`config.mk`:
```
export PLATFORM = sky130hd
export DESIGN_NAME = uart_continuous_transmit
export DESIGN_NICKNAME = d
export VERILOG_FILES = /design/src/hw/uart_tx_pkg.sv /design/src/hw/tx_link_if.sv /design/src/hw/tx_shifter.sv /design/src/hw/uart_continuous_transmit.sv
export VERILOG_INCLUDE_DIRS = /design/src /design/src/hw
export SDC_FILE = /design/constraint.sdc
export NUM_CORES = 1
export LEC_CHECK = 0
export BUFFER_PORTS_ARGS = -buffer_cell sky130_fd_sc_hd__buf_2
export CAP_MARGIN = 0
export CORE_MARGIN = 4
export CORE_UTILIZATION = 60
export DETAILED_ROUTE_END_ITERATION = 6
export PLACE_DENSITY = 0.79
export SYNTH_ARGS = -nofsm -noshare
export SYNTH_HDL_FRONTEND = slang
export SYNTH_SLANG_ARGS = --single-unit
```
`constraint.sdc`:
```
create_clock -name clk -period 2.9 [get_ports clk]
set_input_delay 0.58 -clock clk [delete_from_list [all_inputs] [get_ports clk]]
set_output_delay 0.58 -clock clk [all_outputs]
set_load 0.05 [all_outputs]
```
`src/hw/uart_tx_defs.svh`:
```
`ifndef UART_TX_DEFS_SVH
`define UART_TX_DEFS_SVH

`define FRAME_W     12
`define LEN_W       4
`define K_W         8
`define DIV_W       9
`define DL_W        13
`define K_MIN       8'h02
`define DL_EXTRA    13'h0003
`define START_LVL   1'b0
`define IDLE_LVL    1'b1
`define LEN_BASE    4'h2
`define ONE_LEN     4'h1
`define DATA7_LEN   4'h7
`define DATA8_LEN   4'h8
`define DATA_W      8
`define PAR7_POS    8
`define PAR8_POS    9

`endif

```
`src/hw/uart_tx_pkg.sv`:
```
package uart_tx_pkg;
  `include "uart_tx_defs.svh"

  typedef enum logic {sh_idle, sh_shift} sh_state_e;

  typedef struct packed {
    sh_state_e           st;
    logic [`FRAME_W-1:0] sh;
    logic [`LEN_W-1:0]   left;
    logic [`DIV_W-1:0]   div;
  } shf_s;

  typedef struct packed {
    logic [7:0]       hold;
    logic             full;
    logic             txd;
    logic             irq;
    logic             late;
    logic             busy;
    logic             waiting;
    logic [`DL_W-1:0] wait_cnt;
    logic [`DL_W-1:0] deadline;
  } ctl_s;
endpackage : uart_tx_pkg

```
`src/hw/tx_link_if.sv`:
```
`timescale 1ns/1ps
`include "uart_tx_defs.svh"

interface tx_link_if;
  logic                load;
  logic [`FRAME_W-1:0] frame;
  logic [`LEN_W-1:0]   len;
  logic [`K_W-1:0]     k;
  logic                started;
  logic                line;
  logic                idle;

  modport ctl (output load, frame, len, k, input started, line, idle);
  modport shf (input load, frame, len, k, output started, line, idle);
endinterface : tx_link_if

```
`src/hw/tx_shifter.sv`:
```
`timescale 1ns/1ps
`include "uart_tx_defs.svh"

module tx_shifter (
  input wire logic clk,
  input wire logic rst_b,
  tx_link_if.shf   lk
);
  import uart_tx_pkg::*;

  shf_s             s;
  shf_s             next_s;
  logic [`DIV_W-1:0] two_k;
  logic             tick;
  logic             last_tick;

  assign two_k     = {lk.k, 1'b0};
  // a smaller k mid-bit ends the bit at once instead of wrapping the divider
  assign tick      = (s.st == sh_shift) && (s.div >= two_k - `DIV_W'(1));
  assign last_tick = tick && (s.left == `ONE_LEN);
  // reload at the last bit edge keeps frames gapless
  assign lk.started = lk.load && ((s.st == sh_idle) || last_tick);
  assign lk.line    = (s.st == sh_idle) ? `IDLE_LVL : s.sh[0];
  assign lk.idle    = (s.st == sh_idle);

  always_comb
  begin
    next_s = s;
    case (s.st)
      sh_idle:
      begin
        if (lk.load)
        begin
          next_s.st   = sh_shift;
          next_s.sh   = lk.frame;
          next_s.left = lk.len;
          next_s.div  = '0;
        end
      end
      sh_shift:
      begin
        if (tick)
        begin
          next_s.div  = '0;
          next_s.sh   = {`IDLE_LVL, s.sh[`FRAME_W-1:1]};
          next_s.left = s.left - `ONE_LEN;
          if (last_tick)
          begin
            if (lk.load)
            begin
              next_s.sh   = lk.frame;
              next_s.left = lk.len;
            end
            else
            begin
              next_s.st = sh_idle;
            end
          end
        end
        else
        begin
          next_s.div = s.div + `DIV_W'(1);
        end
      end
      default: next_s.st = sh_idle;
    endcase
  end

  always_ff @(posedge clk or negedge rst_b)
  begin
    if (!rst_b)
    begin
      s.st   <= sh_idle;
      s.sh   <= '1;
      s.left <= '0;
      s.div  <= '0;
    end
    else
    begin
      s <= next_s;
    end
  end

  idle_line_high_a: assert property (@(posedge clk) disable iff (!rst_b)
    (s.st == sh_idle) |-> lk.line == `IDLE_LVL)
    else $error("line not idle while shifter idle");

  start_bit_held_a: assert property (@(posedge clk) disable iff (!rst_b)
    lk.started |=> (lk.line == `START_LVL)[*2])
    else $error("start bit not driven after frame start");

  frame_len_load_a: assert property (@(posedge clk) disable iff (!rst_b)
    lk.started |=> (s.left == $past(lk.len)) && (s.st == sh_shift))
    else $error("frame length not loaded at start");
endmodule : tx_shifter

```
`src/hw/uart_continuous_transmit.sv`:
```
`timescale 1ns/1ps
`include "uart_tx_defs.svh"

// Overview of operation
// - holding register separate from shift register
// - holding register writable once shifting starts
// - empty interrupt when holding register frees
// - k is baud divisor, 2 to 255
// - deadline counted in operating clock cycles
// - frame length counts start, data, parity, stops
module uart_continuous_transmit (
  input  wire logic                 clk,
  input  wire logic                 rst_b,
  input  wire logic                 wr_valid,
  input  wire logic [7:0]           wr_data,
  input  wire logic [`K_W-1:0]      baud_divisor_k,
  input  wire logic                 char_7bit,
  input  wire logic                 parity_en,
  input  wire logic                 parity_odd,
  input  wire logic                 stop_2bit,
  output logic                      txd,
  output logic                      buf_empty_irq,
  output logic                      refill_late,
  output logic                      buf_full,
  output logic                      tx_busy,
  output logic [`DL_W-1:0]          refill_deadline
);
  import uart_tx_pkg::*;

  tx_link_if lk ();

  ctl_s                s;
  ctl_s                next_s;
  logic [`K_W-1:0]     k_eff;
  logic [`LEN_W-1:0]   frame_len;
  logic [`FRAME_W-1:0] frame;
  logic [`DL_W-1:0]    two_k;
  logic [`DL_W-1:0]    dl_calc;
  logic                take;

  function automatic logic [`FRAME_W-1:0] build_frame(input logic [7:0] d, input logic seven,
                                                      input logic pen, input logic podd);
    logic [`FRAME_W-1:0] f;
    logic                par;
    f   = '1;
    f[0] = `START_LVL;
    par = podd;
    for (int i = 0; i < `DATA_W; i++)
    begin
      if (!(seven && i == `DATA_W - 1))
      begin
        f[1+i] = d[i];
        par    = par ^ d[i];
      end
    end
    if (pen)
    begin
      if (seven)
        f[`PAR7_POS] = par;
      else
        f[`PAR8_POS] = par;
    end
    return f;
  endfunction : build_frame

  function automatic logic [`LEN_W-1:0] frame_length(input logic seven, input logic pen, input logic two_stop);
    logic [`LEN_W-1:0] len;
    len = `LEN_BASE; // start and first stop
    if (seven)
      len = len + `DATA7_LEN;
    else
      len = len + `DATA8_LEN;
    if (pen)
      len = len + `ONE_LEN;
    if (two_stop)
      len = len + `ONE_LEN;
    return len;
  endfunction : frame_length

  assign k_eff = (baud_divisor_k < `K_MIN) ? `K_MIN : baud_divisor_k;
  assign frame_len = frame_length(char_7bit, parity_en, stop_2bit);
  assign frame = build_frame(s.hold, char_7bit, parity_en, parity_odd);
  assign two_k = {4'h0, k_eff, 1'b0};
  // deadline in cycles of the operating clock, which is clk here
  assign dl_calc = `DL_W'(frame_len * two_k) - (two_k + `DL_EXTRA);

  assign lk.load  = s.full;
  assign lk.frame = frame;
  assign lk.len   = frame_len;
  assign lk.k     = k_eff;

  // a write is taken while empty, or in the cycle the shifter takes the word
  assign take = wr_valid && (!s.full || lk.started);

  tx_shifter shifter (
    .clk   (clk),
    .rst_b (rst_b),
    .lk    (lk)
  );

  always_comb
  begin
    next_s          = s;
    next_s.txd      = lk.line;
    next_s.busy     = !lk.idle || s.full;
    next_s.deadline = dl_calc;
    next_s.irq      = lk.started;
    next_s.late     = 1'b0;
    if (lk.started)
    begin
      next_s.full     = 1'b0;
      next_s.waiting  = 1'b1;
      next_s.wait_cnt = '0;
    end
    else if (s.waiting && s.wait_cnt != '1)
    begin
      next_s.wait_cnt = s.wait_cnt + `DL_W'(1);
    end
    if (take)
    begin
      next_s.hold    = wr_data;
      next_s.full    = 1'b1;
      next_s.waiting = 1'b0;
      next_s.late    = s.waiting && !lk.started && (s.wait_cnt > s.deadline);
    end
  end

  always_ff @(posedge clk or negedge rst_b)
  begin
    if (!rst_b)
    begin
      s.hold     <= '0;
      s.full     <= 1'b0;
      s.txd      <= `IDLE_LVL;
      s.irq      <= 1'b0;
      s.late     <= 1'b0;
      s.busy     <= 1'b0;
      s.waiting  <= 1'b0;
      s.wait_cnt <= '0;
      s.deadline <= '0;
    end
    else
    begin
      s <= next_s;
    end
  end

  assign txd             = s.txd;
  assign buf_empty_irq   = s.irq;
  assign refill_late     = s.late;
  assign buf_full        = s.full;
  assign tx_busy         = s.busy;
  assign refill_deadline = s.deadline;

  irq_after_start_a: assert property (@(posedge clk) disable iff (!rst_b)
    lk.started |=> buf_empty_irq ##1 !buf_empty_irq)
    else $error("empty interrupt not a single pulse after start");

  hold_freed_a: assert property (@(posedge clk) disable iff (!rst_b)
    (lk.started && !wr_valid) |=> !buf_full)
    else $error("holding register not freed at shift start");

  write_taken_a: assert property (@(posedge clk) disable iff (!rst_b)
    (wr_valid && (!buf_full || lk.started)) |=> buf_full && (s.hold == $past(wr_data)))
    else $error("write not stored in holding register");

  late_flagged_a: assert property (@(posedge clk) disable iff (!rst_b)
    (take && s.waiting && !lk.started && s.wait_cnt > s.deadline) |=> refill_late)
    else $error("late refill not flagged");

  k_clamped_a: assert property (@(posedge clk) disable iff (!rst_b)
    (k_eff >= `K_MIN) && ((baud_divisor_k < `K_MIN) || (k_eff == baud_divisor_k)))
    else $error("baud divisor outside valid range");

  late_one_cycle_a: assert property (@(posedge clk) disable iff (!rst_b)
    refill_late |=> !refill_late)
    else $error("late flag longer than one cycle");

  late_after_write_a: assert property (@(posedge clk) disable iff (!rst_b)
    refill_late |-> $past(wr_valid) && $past(s.waiting))
    else $error("late flag without a refill write");

  no_late_in_time_a: assert property (@(posedge clk) disable iff (!rst_b)
    (take && (s.wait_cnt <= s.deadline)) |=> !refill_late)
    else $error("timely refill flagged late");

  write_ends_wait_a: assert property (@(posedge clk) disable iff (!rst_b)
    take |=> !s.waiting)
    else $error("wait count still running after refill");

  refused_hold_kept_a: assert property (@(posedge clk) disable iff (!rst_b)
    (wr_valid && buf_full && !lk.started) |=> $stable(s.hold))
    else $error("refused write changed holding register");

  full_until_taken_a: assert property (@(posedge clk) disable iff (!rst_b)
    (buf_full && !lk.started) |=> buf_full)
    else $error("holding register lost before shift start");

  busy_while_full_a: assert property (@(posedge clk) disable iff (!rst_b)
    buf_full |=> tx_busy)
    else $error("busy low while a word is pending");

  irq_from_start_a: assert property (@(posedge clk) disable iff (!rst_b)
    buf_empty_irq |-> $past(lk.started))
    else $error("empty interrupt without shift start");

  wait_zero_at_irq_a: assert property (@(posedge clk) disable iff (!rst_b)
    buf_empty_irq |-> (s.wait_cnt == '0))
    else $error("wait count not cleared at empty interrupt");

  wait_count_step_a: assert property (@(posedge clk) disable iff (!rst_b)
    (s.waiting && !lk.started && !take && (s.wait_cnt != '1)) |=> (s.wait_cnt == $past(s.wait_cnt) + `DL_W'(1)))
    else $error("wait count not one step per clock");

  txd_from_line_a: assert property (@(posedge clk) disable iff (!rst_b)
    1'b1 |=> (txd == $past(lk.line)))
    else $error("serial output not the registered line");

  idle_when_empty_a: assert property (@(posedge clk) disable iff (!rst_b)
    (!tx_busy && !buf_full) |-> (txd == `IDLE_LVL))
    else $error("line not idle with nothing to send");

  no_spurious_start_a: assert property (@(posedge clk) disable iff (!rst_b)
    (!buf_full && lk.idle) |=> !buf_empty_irq)
    else $error("frame started with empty holding register");
endmodule : uart_continuous_transmit

```
==> impl_metrics.yaml <==
status:
  status: "finished with violations"
  violations: "negative setup slack"
synth:
  synth_cell_types: 61
  synth-edff-count: 0
  yosysSeqAreaShare: 0.331
  synth_cells: 531
  ys.flop_type: "dfrtp_1"
  synth_seq_cells: 66
  ys_warn_count: 0
  netlist_area_um2: 5050
  synthesis.nets: 627
  synthArstFlopShare: 1.00
  avgSynthCellArea_um2: 9.50
global_route:
  grt_pass1_vias: 4781
  grt_usage: 0.278
  overflow: 0
  grt_pass1_wl_um: 22100
  antenna_found_initial: 0
  grt_max_degree: 28
critical_path:
  path_buf_inv: 3
  cpPeakStageDelay_ns: 0.54
  worstSetupPathDepth: 23
  crit_slowest_cell: "or4_4"
  cp_max_fo: 3
  end_kind: "flop"
  worstPathCellList: "buf_6, or4_4, or3_4, o21ai_4, fa_2, inv_2, fa_2, ha_4, a21oi_4, nor2b_1, nor2_1, xor2_1, ha_1, inv_2, ha_4, a21oi_2, nor2b_1, a31o_2, o41ai_4, or3b_4, o31ai_2, a31oi_1, xnor2_1"
  regToRegSetupSlack_ns: 0.15
  rr_worst_depth: 10
  path_delay_family: "adder cells"
  startpoint_type: "input port"
  critPathKind: "input port to flop"
  cp.arrival_ns: 5.84
  worstPathRequired_ns: 3.16
sta:
  max_slew_margin: 0.595
  hold-worst-slack_ns: 0.225
  max_freq_ghz: 0.179
  fin_crit_sh: 1.92
  finalSetupTns_ns: -72.59
  setup_slack_ns: -2.68
  skew_ns: 0.0126
  drv_slew: 0
  hold_violations: 0
  rsz0062_at_grt: "true"
  finalSetupViolCount: 60
  tightest_slew_ns: 0.593
  min_period_ns: 5.58
clock_tree:
  cts_buffers: 9
  clock_latency_ns: 0.35
  cts_sinks: 66
  clock-root-buffer: "clkbuf_8"
  cts_hold_buf: 0
  cts_tree: "built"
  clk_path_buf_depth: 2
  htreeDepth: 3
  clk_pin_slew_ns: 0.08
final_layout:
  drive_above_1_share: 0.374
  num-fill-cells: 419
  areaGrowthSynthToFinish_pct: 34.7
  fin_nets: 748
  diodes: 0
placed_design:
  io_buffers: 40
  routabilityCongestion: 0.892
  dp.final_hpwl_um: 8960
  preCtsSetupSlack_ns: -2.95
route:
  drt_iter0_drc: 267
  vias: 4468
  drc: 0
  first_pass_iters: 5
  ant_nets: 0
  routed_via_density: 5.86
  drt_wl_total_um: 14200
  wire_per_inst_um: 18.7
die:
  num_rows: 33
  die_h_um: 99.7
  die_w_um: 99.7
  fp.coreArea_um2: 8220
  start_util: 0.614
  io-pin-count: 41
  fp.dieArea_um2: 9940
power:
  cellPowerDensity_nw_per_um2: 1060
  peakVddDrop_v: 0.000582
  p_leak_nw: 3.26
min_path:
  hold_path.class: "input port to async pin"
run:
  cap_violations: 0
[path summary, 6_finish.rpt]
kind	from	to
max reg2reg	shifter.s[1]	shifter.s[22]
max	baud_divisor_k[5]	refill_deadline[12]
min in group clk	wr_data[4]	frame[5]
max in group asynchronous	rst_b	shifter.s[22]
min	rst_b	buf_empty_irq
min reg2reg	shifter.s[8]	shifter.s[8]
[power breakdown]
part	leakage, nW	switching, mW	internal [mW]
clock	0.120	0.407	0.578
sequential	0.761	0.426	1.38
combinational	2.38	2.24	2.14
total	3.26	3.08	4.10
[cell usage in the layout (no fill, tap or decap), types with 6 or more instances in the layout]
| cell type | instances |
|---|---|
| and2_1 | 11 |
| o21ai_1 | 9 |
| xnor2_1 | 22 |
| fa_1 | 10 |
| clkbuf_8 | 9 |
| o21ai_0 | 15 |
| and3_1 | 13 |
| buf_6 | 16 |
| nor2_1 | 43 |
| ha_1 | 50 |
| nor2_2 | 7 |
| o21a_1 | 7 |
| buf_2 | 38 |
| mux2_2 | 10 |
| dfstp_2 | 13 |
| a21oi_1 | 10 |
| inv_1 | 55 |
| nand4_1 | 6 |
| nor2b_1 | 8 |
| buf_4 | 71 |
| inv_2 | 6 |
| nand2_1 | 26 |
| nand3_1 | 8 |
| ha_4 | 8 |
| buf_12 | 6 |
| xor2_1 | 17 |
| dfrtp_1 | 53 |
[final cells by class]
cell class / count / area [um2] / share of cell area
inverters: 62 / 238 / 0.0350
multi-input cells: 377 / 3360 / 0.494
clock inverters: 7 / 124 / 0.0182
well taps: 105 / 131 / 0.0193
repair buffers: 136 / 1160 / 0.170
clock buffers: 9 / 124 / 0.0182
flip-flops and latches: 66 / 1670 / 0.245
[registers in the layout (all words and copies together), names as in the netlist]
signal / flops
frame: 7
buf_full: 1
tx_busy: 1
s: 15
refill_late: 1
txd: 1
shifter.s: 26
refill_deadline: 13
buf_empty_irq: 1
[Yosys cell counts, drive strengths merged (9+ instances only)]
cell	instances	area, um2
clkbuf	10	37.5
inv	62	233
ha	60	751
and3	13	81.3
xor2	17	149
mux2	10	113
dfrtp	53	1330
xnor2	24	210
buf	16	119
nor2	51	191
nor2b	10	62.6
a21oi	15	75.1
nand3	9	45.0
nand2	27	109
dfstp	13	342
fa	13	260
o21ai	30	165
and2	11	68.8
[routing by layer]
| layer | part of all wire | vias up | wire length (um) | track usage |
|---|---|---|---|---|
| met2 | 0.53 | 166 | 7560 | 0.503 |
| met4 | 0.031 | 0 | 435 | 0.129 |
| met3 | 0.046 | 41 | 654 | 0.0442 |
| met1 | 0.39 | 2220 | 5600 | 0.318 |
| li1 | - | 2041 | - | - |
| met5 | 0 | - | 0 | 0 |
[metrics by stage]
stage | cell area (um2) | instances | power, mW | utilization
6_report | 6800 | 762 | 7.18 | 0.827
5_1_grt | 6800 | 762 | 7.59 | 0.827
4_1_cts | 6580 | 757 | 6.69 | 0.801
3_5_place_dp | 6010 | 727 | 5.31 | 0.731
3_3_place_gp | 6010 | 727 | 5.10 | 0.731
2_1_floorplan | 5210 | 531 | 4.30 | -
[repair_timing]
action                                  CTS  global route
gates cloned                              3             1
endpoints found under the setup margin   60            60
resized for setup                        48            29
setup buffers                            11             4
pin swaps                                33            18
[cells by family (layout without fill, tap and decap cells)]
group           after synthesis  in the layout  synth area share
simple gates                152            152             0.150
compound gates               97             97             0.142
flops                        66             66             0.331
other cells                   1              1          0.000743
fa+ha+maj                    73             73             0.200
buf+inv                      88            214            0.0771
xor+xnor                     41             41            0.0712
mux                          13             13            0.0283
No activity file was read; power rests on OpenSTA's default activity.
